## src/core/pirq_pkg.sv

```systemverilog
package pirq_pkg;

	// ---------------------------------------------------------------
	// register indices (byte address is four times the index)
	// ---------------------------------------------------------------
	localparam int unsigned ADDR_W   = 16;
	localparam logic [15:0] IDX_CTRL = 16'h000b;
	localparam logic [15:0] IDX_REQ0 = 16'h070c;
	localparam logic [15:0] IDX_REQ1 = 16'h070d;
	localparam logic [15:0] IDX_REQ2 = 16'h070e;
	localparam logic [15:0] IDX_EN0  = 16'h0716;
	localparam logic [15:0] IDX_EN1  = 16'h0717;
	localparam logic [15:0] IDX_EN2  = 16'h0718;
	localparam logic [15:0] IDX_PSEL = 16'h0720;

	// ---------------------------------------------------------------
	// field masks
	// ---------------------------------------------------------------
	localparam logic [7:0] MSK_GIE      = 8'h80;
	localparam logic [7:0] MSK_PERIPHERAL_IRQ_GATE     = 8'h40;
	localparam logic [7:0] MSK_EDGE     = 8'h01;
	localparam logic [7:0] MSK_CTRL     = 8'hc1;
	localparam logic [7:0] MSK_TIMER_A  = 8'h20;
	localparam logic [7:0] MSK_PINCHG   = 8'h10;
	localparam logic [7:0] MSK_EXT      = 8'h01;
	localparam logic [7:0] MSK_REQ0_RW  = 8'h21;
	localparam logic [7:0] MSK_CAPCMP_A = 8'h80;
	localparam logic [7:0] MSK_TIMER_C  = 8'h40;
	localparam logic [7:0] MSK_TIMER_B  = 8'h20;
	localparam logic [7:0] MSK_RX       = 8'h10;
	localparam logic [7:0] MSK_TX       = 8'h08;
	localparam logic [7:0] MSK_COLL     = 8'h04;
	localparam logic [7:0] MSK_SSER     = 8'h02;
	localparam logic [7:0] MSK_ADC      = 8'h01;
	localparam logic [7:0] MSK_REQ1_RW  = 8'he7;
	localparam logic [7:0] MSK_CAPCMP_B = 8'h80;
	localparam logic [7:0] MSK_NONVOL   = 8'h40;
	localparam logic [7:0] MSK_GATE_B   = 8'h20;
	localparam logic [7:0] MSK_GRP2     = 8'he0;
	localparam logic [7:0] MSK_EN0      = 8'h31;
	localparam logic [7:0] RST_BYTE     = 8'h00;

	// ---------------------------------------------------------------
	// bus constants
	// ---------------------------------------------------------------
	localparam logic [1:0]  RESP_OKAY   = 2'h0;
	localparam logic [1:0]  RESP_SLVERR = 2'h2;
	localparam logic [31:0] RDATA_RST   = 32'h0000_0000;

	function automatic logic [15:0] byte_addr(input logic [15:0] idx);
		byte_addr = {idx[13:0], 2'h0};
	endfunction

endpackage

```

## src/core/pirq_bank.sv

```systemverilog
`timescale 1ns/100ps
// Overview of operation
// enable bank 2 bit 7 gates capture/compare unit b request
// enable bank 2 bit 6 gates nonvolatile completion request
// enable bank 2 bit 5 gates timer b gate; other bits zero; reset 0
// bank 1 and 2 sources need the peripheral gate as well
// request bank 0 bit 5 sets on timer a overflow, sticky
// request bank 0 bit 4 is live OR of per-pin change flags
// request bank 0 bit 0 sets on edge of selected external pin
// flags set regardless of their enables or the global gate
// software should clear flags before setting their enables
// request bank 1 bit 7 sets on capture/compare unit a event
// bank 1 bits 6,5,1,0 set on timer c, b, sync serial, adc
// bank 1 bit 4 read-only, high while rx buffer holds a byte
// bank 1 bit 3 read-only, high while tx buffer is empty
// bank 1 bit 2 sets on bus collision; cleared only by write
// request bank 2 bit 7 sets on capture/compare unit b event
// request bank 2 bit 6 sets on nonvolatile operation done
// request bank 2 bit 5 sets when timer b gate goes inactive
// bank 0 sources vector with global gate, no peripheral gate
// external flag with its enable and global gate redirects cpu
// cpu request is global gate and enabled flags, banks 1-2 gated
module pirq_bank #(
	parameter int unsigned EXT_PINS = 4,
	parameter int unsigned CHG_PINS = 12
) (
	// clock and reset
	input  wire logic                         aclk,
	input  wire logic                         aresetn,
	// axi4-lite write address
	input  wire logic [pirq_pkg::ADDR_W-1:0]  s_axi_awaddr,
	input  wire logic                         s_axi_awvalid,
	output logic                              s_axi_awready,
	// axi4-lite write data
	input  wire logic [31:0]                  s_axi_wdata,
	input  wire logic [3:0]                   s_axi_wstrb,
	input  wire logic                         s_axi_wvalid,
	output logic                              s_axi_wready,
	// axi4-lite write response
	output logic [1:0]                        s_axi_bresp,
	output logic                              s_axi_bvalid,
	input  wire logic                         s_axi_bready,
	// axi4-lite read address
	input  wire logic [pirq_pkg::ADDR_W-1:0]  s_axi_araddr,
	input  wire logic                         s_axi_arvalid,
	output logic                              s_axi_arready,
	// axi4-lite read data
	output logic [31:0]                       s_axi_rdata,
	output logic [1:0]                        s_axi_rresp,
	output logic                              s_axi_rvalid,
	input  wire logic                         s_axi_rready,
	// peripheral event pulses, same clock
	input  wire logic                         timer_a_overflow,
	input  wire logic                         capcmp_a_event,
	input  wire logic                         timer_c_event,
	input  wire logic                         timer_b_event,
	input  wire logic                         sync_serial_event,
	input  wire logic                         sync_serial_collision,
	input  wire logic                         adc_done_event,
	input  wire logic                         capcmp_b_event,
	input  wire logic                         nonvol_done_event,
	input  wire logic                         timer_b_gate_inactive,
	// peripheral status levels, same clock
	input  wire logic [CHG_PINS-1:0]          per_pin_change_flags,
	input  wire logic                         async_rx_pending,
	input  wire logic                         async_tx_empty,
	// external interrupt pins, asynchronous
	input  wire logic [EXT_PINS-1:0]          ext_pins,
	// request to the cpu
	output logic                              cpu_irq
);

	// ---------------------------------------------------------------
	// state
	// ---------------------------------------------------------------
	logic [7:0]                  ctrl_q;
	logic [7:0]                  req0_q;
	logic [7:0]                  req1_q;
	logic [7:0]                  req2_q;
	logic [7:0]                  en0_q;
	logic [7:0]                  en1_q;
	logic [7:0]                  en2_q;
	logic [7:0]                  psel_q;
	logic [EXT_PINS-1:0]         pin_meta_q;
	logic [EXT_PINS-1:0]         pin_sync_q;
	logic                        ext_prev_q;
	logic                        awready_q;
	logic                        wready_q;
	logic                        aw_have_q;
	logic                        w_have_q;
	logic [pirq_pkg::ADDR_W-1:0] wr_addr_q;
	logic [7:0]                  wr_data_q;
	logic                        wr_strb_q;
	logic                        bvalid_q;
	logic [1:0]                  bresp_q;
	logic                        arready_q;
	logic                        rvalid_q;
	logic [31:0]                 rdata_q;
	logic [1:0]                  rresp_q;
	logic                        cpu_irq_q;

	// ---------------------------------------------------------------
	// helpers
	// ---------------------------------------------------------------
	function automatic logic hit(input logic [pirq_pkg::ADDR_W-1:0] a,
			input logic [15:0] idx);
		hit = (a == pirq_pkg::byte_addr(idx));
	endfunction

	// software write lands first, hardware set is ORed last so it wins
	function automatic logic [7:0] sticky_next(input logic [7:0] q,
			input logic [7:0] set, input logic wen,
			input logic [7:0] wdata, input logic [7:0] msk);
		sticky_next = ((wen ? wdata : q) | set) & msk;
	endfunction

	// ---------------------------------------------------------------
	// write channel
	// ---------------------------------------------------------------
	wire aw_take  = s_axi_awvalid && awready_q;
	wire w_take   = s_axi_wvalid && wready_q;
	wire wr_fire  = aw_have_q && w_have_q && !bvalid_q;
	wire b_done   = bvalid_q && s_axi_bready;
	wire wr_live  = wr_fire && wr_strb_q;

	wire wr_ctrl  = hit(wr_addr_q, pirq_pkg::IDX_CTRL);
	wire wr_req0  = hit(wr_addr_q, pirq_pkg::IDX_REQ0);
	wire wr_req1  = hit(wr_addr_q, pirq_pkg::IDX_REQ1);
	wire wr_req2  = hit(wr_addr_q, pirq_pkg::IDX_REQ2);
	wire wr_en0   = hit(wr_addr_q, pirq_pkg::IDX_EN0);
	wire wr_en1   = hit(wr_addr_q, pirq_pkg::IDX_EN1);
	wire wr_en2   = hit(wr_addr_q, pirq_pkg::IDX_EN2);
	wire wr_psel  = hit(wr_addr_q, pirq_pkg::IDX_PSEL);
	wire wr_known = wr_ctrl || wr_req0 || wr_req1 || wr_req2 ||
		wr_en0 || wr_en1 || wr_en2 || wr_psel;

	always_ff @(posedge aclk) begin
		if (!aresetn) begin
			awready_q <= 1'b1;
			wready_q  <= 1'b1;
			aw_have_q <= 1'b0;
			w_have_q  <= 1'b0;
			wr_addr_q <= '0;
			wr_data_q <= pirq_pkg::RST_BYTE;
			wr_strb_q <= 1'b0;
			bvalid_q  <= 1'b0;
			bresp_q   <= pirq_pkg::RESP_OKAY;
		end else begin
			if (aw_take) begin
				awready_q <= 1'b0;
				aw_have_q <= 1'b1;
				wr_addr_q <= s_axi_awaddr;
			end
			if (w_take) begin
				wready_q  <= 1'b0;
				w_have_q  <= 1'b1;
				wr_data_q <= s_axi_wdata[7:0];
				wr_strb_q <= s_axi_wstrb[0];
			end
			if (wr_fire) begin
				aw_have_q <= 1'b0;
				w_have_q  <= 1'b0;
				bvalid_q  <= 1'b1;
				bresp_q   <= wr_known ? pirq_pkg::RESP_OKAY
					: pirq_pkg::RESP_SLVERR;
			end
			if (b_done) begin
				bvalid_q  <= 1'b0;
				awready_q <= 1'b1;
				wready_q  <= 1'b1;
			end
		end
	end

	// ---------------------------------------------------------------
	// external pin edge
	// ---------------------------------------------------------------
	// changing the pin select can look like one edge; clear the flag
	// after reselecting
	wire ext_level    = pin_sync_q[psel_q[$clog2(EXT_PINS+1)-1:0]
		% EXT_PINS];
	wire edge_rising  = (ctrl_q & pirq_pkg::MSK_EDGE) != 8'h00;
	wire ext_edge_evt = edge_rising ? (ext_level && !ext_prev_q)
		: (!ext_level && ext_prev_q);

	always_ff @(posedge aclk) begin
		if (!aresetn) begin
			pin_meta_q <= '0;
			pin_sync_q <= '0;
			ext_prev_q <= 1'b0;
		end else begin
			pin_meta_q <= ext_pins;
			pin_sync_q <= pin_meta_q;
			ext_prev_q <= ext_level;
		end
	end

	// ---------------------------------------------------------------
	// flag set vectors
	// ---------------------------------------------------------------
	wire pin_change_summary_flag = |per_pin_change_flags;

	wire [7:0] set0 =
		(timer_a_overflow ? pirq_pkg::MSK_TIMER_A : 8'h00) |
		(ext_edge_evt     ? pirq_pkg::MSK_EXT     : 8'h00);

	wire [7:0] set1 =
		(capcmp_a_event        ? pirq_pkg::MSK_CAPCMP_A : 8'h00) |
		(timer_c_event         ? pirq_pkg::MSK_TIMER_C  : 8'h00) |
		(timer_b_event         ? pirq_pkg::MSK_TIMER_B  : 8'h00) |
		(sync_serial_event     ? pirq_pkg::MSK_SSER     : 8'h00) |
		(adc_done_event        ? pirq_pkg::MSK_ADC      : 8'h00) |
		(sync_serial_collision ? pirq_pkg::MSK_COLL     : 8'h00);

	wire [7:0] set2 =
		(capcmp_b_event        ? pirq_pkg::MSK_CAPCMP_B : 8'h00) |
		(nonvol_done_event     ? pirq_pkg::MSK_NONVOL   : 8'h00) |
		(timer_b_gate_inactive ? pirq_pkg::MSK_GATE_B   : 8'h00);

	// live views combine stored sticky bits with read-only levels
	wire [7:0] req0_view = req0_q |
		(pin_change_summary_flag ? pirq_pkg::MSK_PINCHG : 8'h00);
	wire [7:0] req1_view = req1_q |
		(async_rx_pending ? pirq_pkg::MSK_RX : 8'h00) |
		(async_tx_empty   ? pirq_pkg::MSK_TX : 8'h00);

	// ---------------------------------------------------------------
	// register file
	// ---------------------------------------------------------------
	always_ff @(posedge aclk) begin
		if (!aresetn) begin
			ctrl_q <= pirq_pkg::RST_BYTE;
			req0_q <= pirq_pkg::RST_BYTE;
			req1_q <= pirq_pkg::RST_BYTE;
			req2_q <= pirq_pkg::RST_BYTE;
			en0_q  <= pirq_pkg::RST_BYTE;
			en1_q  <= pirq_pkg::RST_BYTE;
			en2_q  <= pirq_pkg::RST_BYTE;
			psel_q <= pirq_pkg::RST_BYTE;
		end else begin
			req0_q <= sticky_next(req0_q, set0, wr_live && wr_req0,
				wr_data_q, pirq_pkg::MSK_REQ0_RW);
			req1_q <= sticky_next(req1_q, set1, wr_live && wr_req1,
				wr_data_q, pirq_pkg::MSK_REQ1_RW);
			req2_q <= sticky_next(req2_q, set2, wr_live && wr_req2,
				wr_data_q, pirq_pkg::MSK_GRP2);
			if (wr_live && wr_ctrl) begin
				ctrl_q <= wr_data_q & pirq_pkg::MSK_CTRL;
			end
			if (wr_live && wr_en0) begin
				en0_q <= wr_data_q & pirq_pkg::MSK_EN0;
			end
			if (wr_live && wr_en1) begin
				en1_q <= wr_data_q;
			end
			if (wr_live && wr_en2) begin
				en2_q <= wr_data_q & pirq_pkg::MSK_GRP2;
			end
			if (wr_live && wr_psel) begin
				psel_q <= wr_data_q;
			end
		end
	end

	// ---------------------------------------------------------------
	// read channel
	// ---------------------------------------------------------------
	wire ar_take = s_axi_arvalid && arready_q;
	wire r_done  = rvalid_q && s_axi_rready;

	wire rd_ctrl = hit(s_axi_araddr, pirq_pkg::IDX_CTRL);
	wire rd_req0 = hit(s_axi_araddr, pirq_pkg::IDX_REQ0);
	wire rd_req1 = hit(s_axi_araddr, pirq_pkg::IDX_REQ1);
	wire rd_req2 = hit(s_axi_araddr, pirq_pkg::IDX_REQ2);
	wire rd_en0  = hit(s_axi_araddr, pirq_pkg::IDX_EN0);
	wire rd_en1  = hit(s_axi_araddr, pirq_pkg::IDX_EN1);
	wire rd_en2  = hit(s_axi_araddr, pirq_pkg::IDX_EN2);
	wire rd_psel = hit(s_axi_araddr, pirq_pkg::IDX_PSEL);
	wire rd_known = rd_ctrl || rd_req0 || rd_req1 || rd_req2 ||
		rd_en0 || rd_en1 || rd_en2 || rd_psel;

	wire [7:0] rd_byte =
		rd_ctrl ? ctrl_q :
		rd_req0 ? req0_view :
		rd_req1 ? req1_view :
		rd_req2 ? req2_q :
		rd_en0  ? en0_q :
		rd_en1  ? en1_q :
		rd_en2  ? en2_q :
		rd_psel ? psel_q : 8'h00;

	always_ff @(posedge aclk) begin
		if (!aresetn) begin
			arready_q <= 1'b1;
			rvalid_q  <= 1'b0;
			rdata_q   <= pirq_pkg::RDATA_RST;
			rresp_q   <= pirq_pkg::RESP_OKAY;
		end else begin
			if (ar_take) begin
				arready_q <= 1'b0;
				rvalid_q  <= 1'b1;
				rdata_q   <= {24'h000000, rd_byte};
				rresp_q   <= rd_known ? pirq_pkg::RESP_OKAY
					: pirq_pkg::RESP_SLVERR;
			end
			if (r_done) begin
				rvalid_q  <= 1'b0;
				arready_q <= 1'b1;
			end
		end
	end

	// ---------------------------------------------------------------
	// cpu request
	// ---------------------------------------------------------------
	wire gie_q     = (ctrl_q & pirq_pkg::MSK_GIE) != 8'h00;
	wire peripheral_irq_gate_q    = (ctrl_q & pirq_pkg::MSK_PERIPHERAL_IRQ_GATE) != 8'h00;
	wire grp0_hit  = (req0_view & en0_q) != 8'h00;
	wire grp12_hit = ((req1_view & en1_q) != 8'h00) ||
		((req2_q & en2_q) != 8'h00);
	wire irq_d     = gie_q && (grp0_hit || (peripheral_irq_gate_q && grp12_hit));

	always_ff @(posedge aclk) begin
		if (!aresetn) begin
			cpu_irq_q <= 1'b0;
		end else begin
			cpu_irq_q <= irq_d;
		end
	end

	assign s_axi_awready = awready_q;
	assign s_axi_wready  = wready_q;
	assign s_axi_bvalid  = bvalid_q;
	assign s_axi_bresp   = bresp_q;
	assign s_axi_arready = arready_q;
	assign s_axi_rvalid  = rvalid_q;
	assign s_axi_rdata   = rdata_q;
	assign s_axi_rresp   = rresp_q;
	assign cpu_irq       = cpu_irq_q;
endmodule

```

## config.mk

```make
export PLATFORM = sky130hd
export DESIGN_NAME = pirq_bank
export DESIGN_NICKNAME = d
export VERILOG_FILES = /design/src/core/pirq_pkg.sv /design/src/core/pirq_bank.sv
export SDC_FILE = /design/constraint.sdc
export NUM_CORES = 1
export LEC_CHECK = 0
export ABC_CLOCK_PERIOD_IN_PS = 2100
export BUFFER_PORTS_ARGS = -buffer_cell sky130_fd_sc_hd__buf_2
export CORE_ASPECT_RATIO = 1.2
export CORE_MARGIN = 5
export CORE_UTILIZATION = 51
export DETAILED_ROUTE_END_ITERATION = 6
export PLACE_DENSITY = 0.91
export REMOVE_ABC_BUFFERS = 1
export SLEW_MARGIN = 20
export SYNTH_ARGS = -nofsm -noshare
export SYNTH_HDL_FRONTEND = slang
export SYNTH_SLANG_ARGS = --single-unit
```

## constraint.sdc

```tcl
create_clock -name aclk -period 2.1 [get_ports aclk]
set_input_delay 0.42 -clock aclk [delete_from_list [all_inputs] [get_ports aclk]]
set_output_delay 0.42 -clock aclk [all_outputs]
set_load 0.02 [all_outputs]
```

==> impl_metrics.csv, run 1 <==
group,metric,value,unit
final_layout,nFillCells,745,
power_and_ir_drop,p_total,3.337,mW
timing,fin_crit,2.034,ns
job,cap_violations,0,
route,routedWlPerCell,15.10,um
setup_path,critPathKind,"reg2reg",
timing,fin_skew,0.01273,ns
synthesis,synth_area_leaders,"dfxtp_1 40%, nand2_1 6.7%, a21boi_0 4.8%",
floorplanning,die_h,111.7,um
power_and_ir_drop,leakage,2.082,nW
cts,post-cts-setup-buffer-count,0,
synthesis,syn_area,4398,sq um
hold_path,holdCritPathClass,"in2reg",
timing,slew_headroom,62.94,%
synthesis,ys_top_cells_by_count,"88 x dfxtp_1, 78 x nand2_1, 28 x a21boi_0",
timing,setup_viol,0,
synthesis,yosysWarnings,0,
synthesis,synth_edf_count,0,
global_route,grt_pass1_vias,3758,
cts,cts_tree,"built",
route,drt_wl_total,10630,um
power_and_ir_drop,ir_worst_vdd,617.0,uV
final_layout,drive_gt1_share,26.45,%
global_route,grt_max_degree,36,
setup_path,critical_path.max_fanout,3,
synthesis,synth_top_area_share,40.06,%
placement,place_hpwl,8269,um
timing,timing.fmax,0.4916,GHz
timing,slew_violations,0,
synthesis,synth.distinct_cells,67,
placement,post-place-cells,688,
hold_path,hold_start,"ext_pins[2]",
route,drc,0,
floorplanning,row_count,37,
global_route,grt_pass1_wl,16930,um
global_route,grt-ovfl-total,0,
synthesis,yosysTopAreaCell,"dfxtp_1",
setup_path,cp-end-kind,"flop",
route,initialDrtViolationCount,178,
route,vias_per_cell,5.467,
setup_path,worstSetupStartpoint,"wr_addr_q[8]",
timing,tightest_slew,0.5482,ns
placement,port_buffers,91,
placement,gp_congestion,0.9313,
floorplanning,coreArea,8518,sq um
synthesis,seq_area_frac_synth,40.06,%
floorplanning,chipWidth,94.77,um
final_layout,finalInstanceArea,5104,sq um
cts,root_buffer,"clkbuf_8",
power_and_ir_drop,powerDensity,653.9,nW/um^2
route,vias,3849,
cts,cts_max_level,3,
cts,clk_pin_slew,0.09,ns
timing,finalHoldViolations,0,
synthesis,synthArstFlopShare,0,%
cts,cts_made_buffers,9,
synthesis,avgSynthCellArea,9.012,sq um
floorplanning,start_util,51.63,%
synthesis,synth-seq-cells,88,
synthesis,yosysMostFrequentCell,"dfxtp_1",
cts,clockBufferDepth,2,
timing,rsz0062_at_grt,"yes",
global_route,antenna_found_initial,1,
timing,setup_tns,0,ns
setup_path,crit_path_start_kind,"flop",
synthesis,synth_flop_cell,"dfxtp_1",
timing,fin_crit_sh,96.87,%
setup_path,required,2.36,ns
outcome,outcome,"finished, final reports clean",
global_route,grt_usage,19.98,%
setup_path,crit_arrival,2.29,ns
cts,clk_latency,0.36,ns
synthesis,syn_inst,488,
setup_path,timing.rr.start,"wr_addr_q[8]",
final_layout,final_nets,685,
placement,placed_cell_area,4907,sq um
floorplanning,io_pins,145,
cts,cts_sinks,88,
final_layout,fin_cells,704,
final_layout,area_growth,16.05,%
floorplanning,die_area,10590,sq um
route,postRouteAntennaNets,0,
route,dr.pass1.iters,5,
layer usage:
metal / share of wire (%) / wire length, um / global-route usage, %
met5: 0 / 0 / 0
met4: 2.6 / 281 / 9.913
met3: 6.2 / 664 / 3.649
met2: 51 / 5454 / 34.29
met1: 40 / 4227 / 23.49
sequential cells by signal, summed over array words and instances (netlist names), 2 cells and up:
name,cells
s_axi_rdata,8
psel_q,8
en2_q,3
ctrl_q,3
wr_data_q,8
req0_q,2
en1_q,8
pin_meta_q,4
pin_sync_q,4
req1_q,6
wr_addr_q,16
req2_q,3
en0_q,3
cell families (layout without fill, tap and decap cells):
family / Yosys count / count (layout) / synth area share [%]
buffers and inverters: 56 / 129 / 7.397
multiplexers: 27 / 27 / 6.714
XOR/XNOR: 1 / 1 / 0.1992
AND/OR/NAND/NOR: 210 / 210 / 28.36
other: 1 / 27 / 0.08527
flip-flops: 88 / 88 / 40.06
AO/OA/AOI/OAI: 105 / 105 / 17.18
stage by stage:
stage | util, % | hold WS [ns] | worst slack [ns]
2_1_floorplan | - | 0.4118 | 0.2327
3_3_place_gp | 57.61 | 0.4146 | 0.1300
3_5_place_dp | 57.61 | 0.4169 | 0.07411
4_1_cts | 59.89 | 0.2472 | 0.04061
5_1_grt | 59.91 | 0.2510 | -0.02165
6_report | 59.91 | 0.2625 | 0.06567
cell usage in the layout (no fill, tap or decap), types with 14 or more instances in the layout:
master	instances
and2_1	19
mux2i_1	16
nor2_1	15
buf_4	14
nor2b_1	17
conb_1	26
o21ai_0	21
nand2_1	78
a21boi_0	28
buf_2	91
dfxtp_1	88
worst max-delay path, stage by stage (launching register included):
cell and delay, ns:
dfxtp_1 0.33, nor4_1 0.31, buf_4 0.18, nand4_1 0.17, nor4b_2 0.43, mux2_1 0.36, o21a_1 0.16
what timing repair did:
item	CTS	global route
setup endpoints to repair	0	1
gates resized for setup	0	0
hold buffers	0	0
final timing paths:
kind                         to  slack [ns]  cells after the start
setup / recovery      req0_q[5]        0.07                      6
hold / removal    pin_meta_q[2]        0.26                      2
setup reg to reg      req0_q[5]        0.07                      6
hold reg to reg   pin_sync_q[3]        0.44                      1
power breakdown:
part | internal (mW) | leakage, nW | total [mW] | switching (mW)
registers | 1.73 | 0.720 | 1.79 | 0.0595
logic | 0.166 | 1.27 | 0.396 | 0.229
clock network | 0.549 | 0.0879 | 1.15 | 0.604
total | 2.44 | 2.08 | 3.34 | 0.893
cell type report:
type / instances / area, sq um / share of cell area, %
repair buffers: 105 / 560.5 / 10.98
well taps: 117 / 146.4 / 2.868
inverters: 9 / 33.78 / 0.6619
clock buffers: 9 / 123.9 / 2.427
clock inverters: 6 / 70.07 / 1.373
flip-flops and latches: 88 / 1762 / 34.52
multi-input cells: 369 / 2405 / 47.12
diodes: 1 / 2.502 / 0.04903
No activity file was read; power rests on OpenSTA's default activity.
==> run 2: changes to the inputs <==
--- a/config.mk
+++ b/config.mk
@@ -9,9 +9,9 @@
 export BUFFER_PORTS_ARGS = -buffer_cell sky130_fd_sc_hd__buf_2
 export CORE_ASPECT_RATIO = 1.2
 export CORE_MARGIN = 5
-export CORE_UTILIZATION = 51
+export CORE_UTILIZATION = 42
 export DETAILED_ROUTE_END_ITERATION = 6
-export PLACE_DENSITY = 0.91
+export PLACE_DENSITY = 0.79
 export REMOVE_ABC_BUFFERS = 1
 export SLEW_MARGIN = 20
 export SYNTH_ARGS = -nofsm -noshare
==> run 2 against run 1 <==
Combinational power rose by 3%. Setup slack better by 0.051 ns. Design area up 4.3%. Die area grew 19%. Cell count is 2.3% higher. Hold slack better by 0.025 ns. Clock power is 55% higher. Critical path type unchanged.
==> impl_metrics.csv, run 2 (synthesis results as in run 1) <==
group,metric,value,unit
timing,finalHoldViolations,0,
cts,cts_made_buffers,9,
setup_path,critical_path.max_fanout,5,
timing,tightest_slew,0.5870,ns
timing,setup_viol,0,
timing,rsz0062_at_grt,"no",
timing,fin_crit,1.983,ns
timing,fin_skew,0.006070,ns
global_route,grt-ovfl-total,0,
final_layout,final_nets,689,
outcome,outcome,"finished, final reports clean",
final_layout,area_growth,21.00,%
final_layout,final_util,51.35,%
cts,root_buffer,"clkbuf_16",
timing,timing.fmax,0.5042,GHz
global_route,grt_max_degree,38,
cts,cts_sinks,88,
job,cap_violations,0,
timing,fin_crit_sh,94.44,%
timing,slew_headroom,60.31,%
final_layout,largest_register_ffs,16,
floorplanning,start_util,42.44,%
route,dr.pass1.iters,5,
setup_path,crit_arrival,2.21,ns
final_layout,final_cell_mix,"91 x buf_2, 87 x dfxtp_1, 78 x nand2_1",
floorplanning,coreArea,10360,sq um
floorplanning,die_h,122.1,um
cts,cts_tree,"built",
floorplanning,chipWidth,103.4,um
setup_path,crit_path_start_kind,"flop",
power_and_ir_drop,powerDensity,748.0,nW/um^2
cts,clk_pin_slew,0.06,ns
setup_path,cp-end-kind,"flop",
final_layout,multi_input_area,2424,sq um
timing,setup_tns,0,ns
global_route,grt_usage,17.45,%
setup_path,crit_chain,"or4_4 > nor4b_4 > buf_4 > mux2_4 > o21a_1",
cts,cts_max_level,3,
final_layout,finalInstanceArea,5321,sq um
setup_path,slowest_delay,0.59,ns
hold_path,holdCritPathClass,"in2reg",
floorplanning,row_count,41,
floorplanning,io_pins,145,
placement,port_buffers,91,
placement,place_hpwl,8674,um
route,initialDrtViolationCount,200,
power_and_ir_drop,ir_worst_vdd,525.5,uV
cts,clockBufferDepth,2,
final_layout,final_common_cell,"buf_2",
route,routedWlPerCell,15.25,um
final_layout,seqCellArea,1763,sq um
route,vias_per_cell,5.350,
cts,cts_hold_buf,0,
final_layout,nFillCells,955,
route,vias,3852,
timing,slew_violations,0,
global_route,grt_pass1_wl,17240,um
route,drt_wl_total,10980,um
route,postRouteAntennaNets,0,
final_layout,drive_gt1_share,27.41,%
cts,clk_latency,0.34,ns
timing,setup_slack,0.1168,ns
floorplanning,die_area,12630,sq um
global_route,grt_pass1_vias,3673,
placement,placed_cell_area,4950,sq um
placement,post-place-ws,0.01761,ns
setup_path,required,2.33,ns
route,drc,0,
setup_path,critPathKind,"reg2reg",
placement,gp_congestion,0.8805,
setup_path,crit_slowest_cell,"or4_4",
final_layout,antenna_cells,0,
final_layout,largest_register,"wr_addr_q",
power_and_ir_drop,leakage,2.193,nW
global_route,antenna_found_initial,0,
run 2: cell count changes in the layout (fill, tap and decap cells not counted), moves of 2 or more:
cell,before,now
clkbuf_16,0,9
clkbuf_8,9,0
buf_4,14,17
bufinv_16,1,3
clkinv_2,0,2
clkinvlp_4,3,1
run 2: repair_timing:
item	CTS	global route
gates resized for setup	0	4
endpoints found under the hold margin	0	0
setup endpoints to repair	0	3
setup buffers	0	2
run 2: routing by layer:
layer | up-vias | part of all wire (%) | global-route usage [%] | wire length, um
met5 | - | 0 | 0 | 0
li1 | 1899 | - | - | -
met1 | 1799 | 39 | 19.92 | 4301
met3 | 21 | 7.2 | 4.754 | 786
met4 | 0 | 2.8 | 6.883 | 303
met2 | 133 | 51 | 30.34 | 5585
run 2: critical path: cells and delay by family (launching register included):
family	cells	cell delay (ns)
simple gates	2	0.89
mux	1	0.29
compound gates	1	0.16
buf+inv	1	0.18
flops	1	0.34
run 2: report_power, final:
group / switching [mW] / total [mW] / internal, mW
registers: 0.0593 / 1.79 / 1.73
clock network: 0.625 / 1.78 / 1.16
logic: 0.231 / 0.407 / 0.176
total: 0.915 / 3.98 / 3.07
run 2: final timing paths:
path                            slack, ns            end  cells after the start          start
worst min register to register       0.44  pin_sync_q[0]                      1  pin_meta_q[0]
worst max register to register       0.12      req0_q[5]                      5   wr_addr_q[0]
worst min-delay path                 0.29   s_axi_wready                      2   s_axi_wvalid
worst max-delay path                 0.12      req0_q[5]                      5   wr_addr_q[0]
run 2: layout make-up:
| cell class | instances | area share (%) |
|---|---|---|
| Clock buffer | 10 | 4.303 |
| Tap cell | 129 | 3.033 |
| Clock inverter | 6 | 2.022 |
| Sequential cell | 88 | 33.13 |
| Multi-Input combinational cell | 369 | 45.54 |
| Inverter | 9 | 0.6348 |
| Timing Repair Buffer | 109 | 11.33 |
run 2: metrics by stage:
stage,hold slack (ns),std cells,total power [mW]
floorplan,0.4118,466,2.037
global placement,0.4209,702,2.208
detailed placement,0.4264,702,2.226
CTS,0.2826,718,3.996
global route,0.2827,720,4.139
finish,0.2878,720,3.980
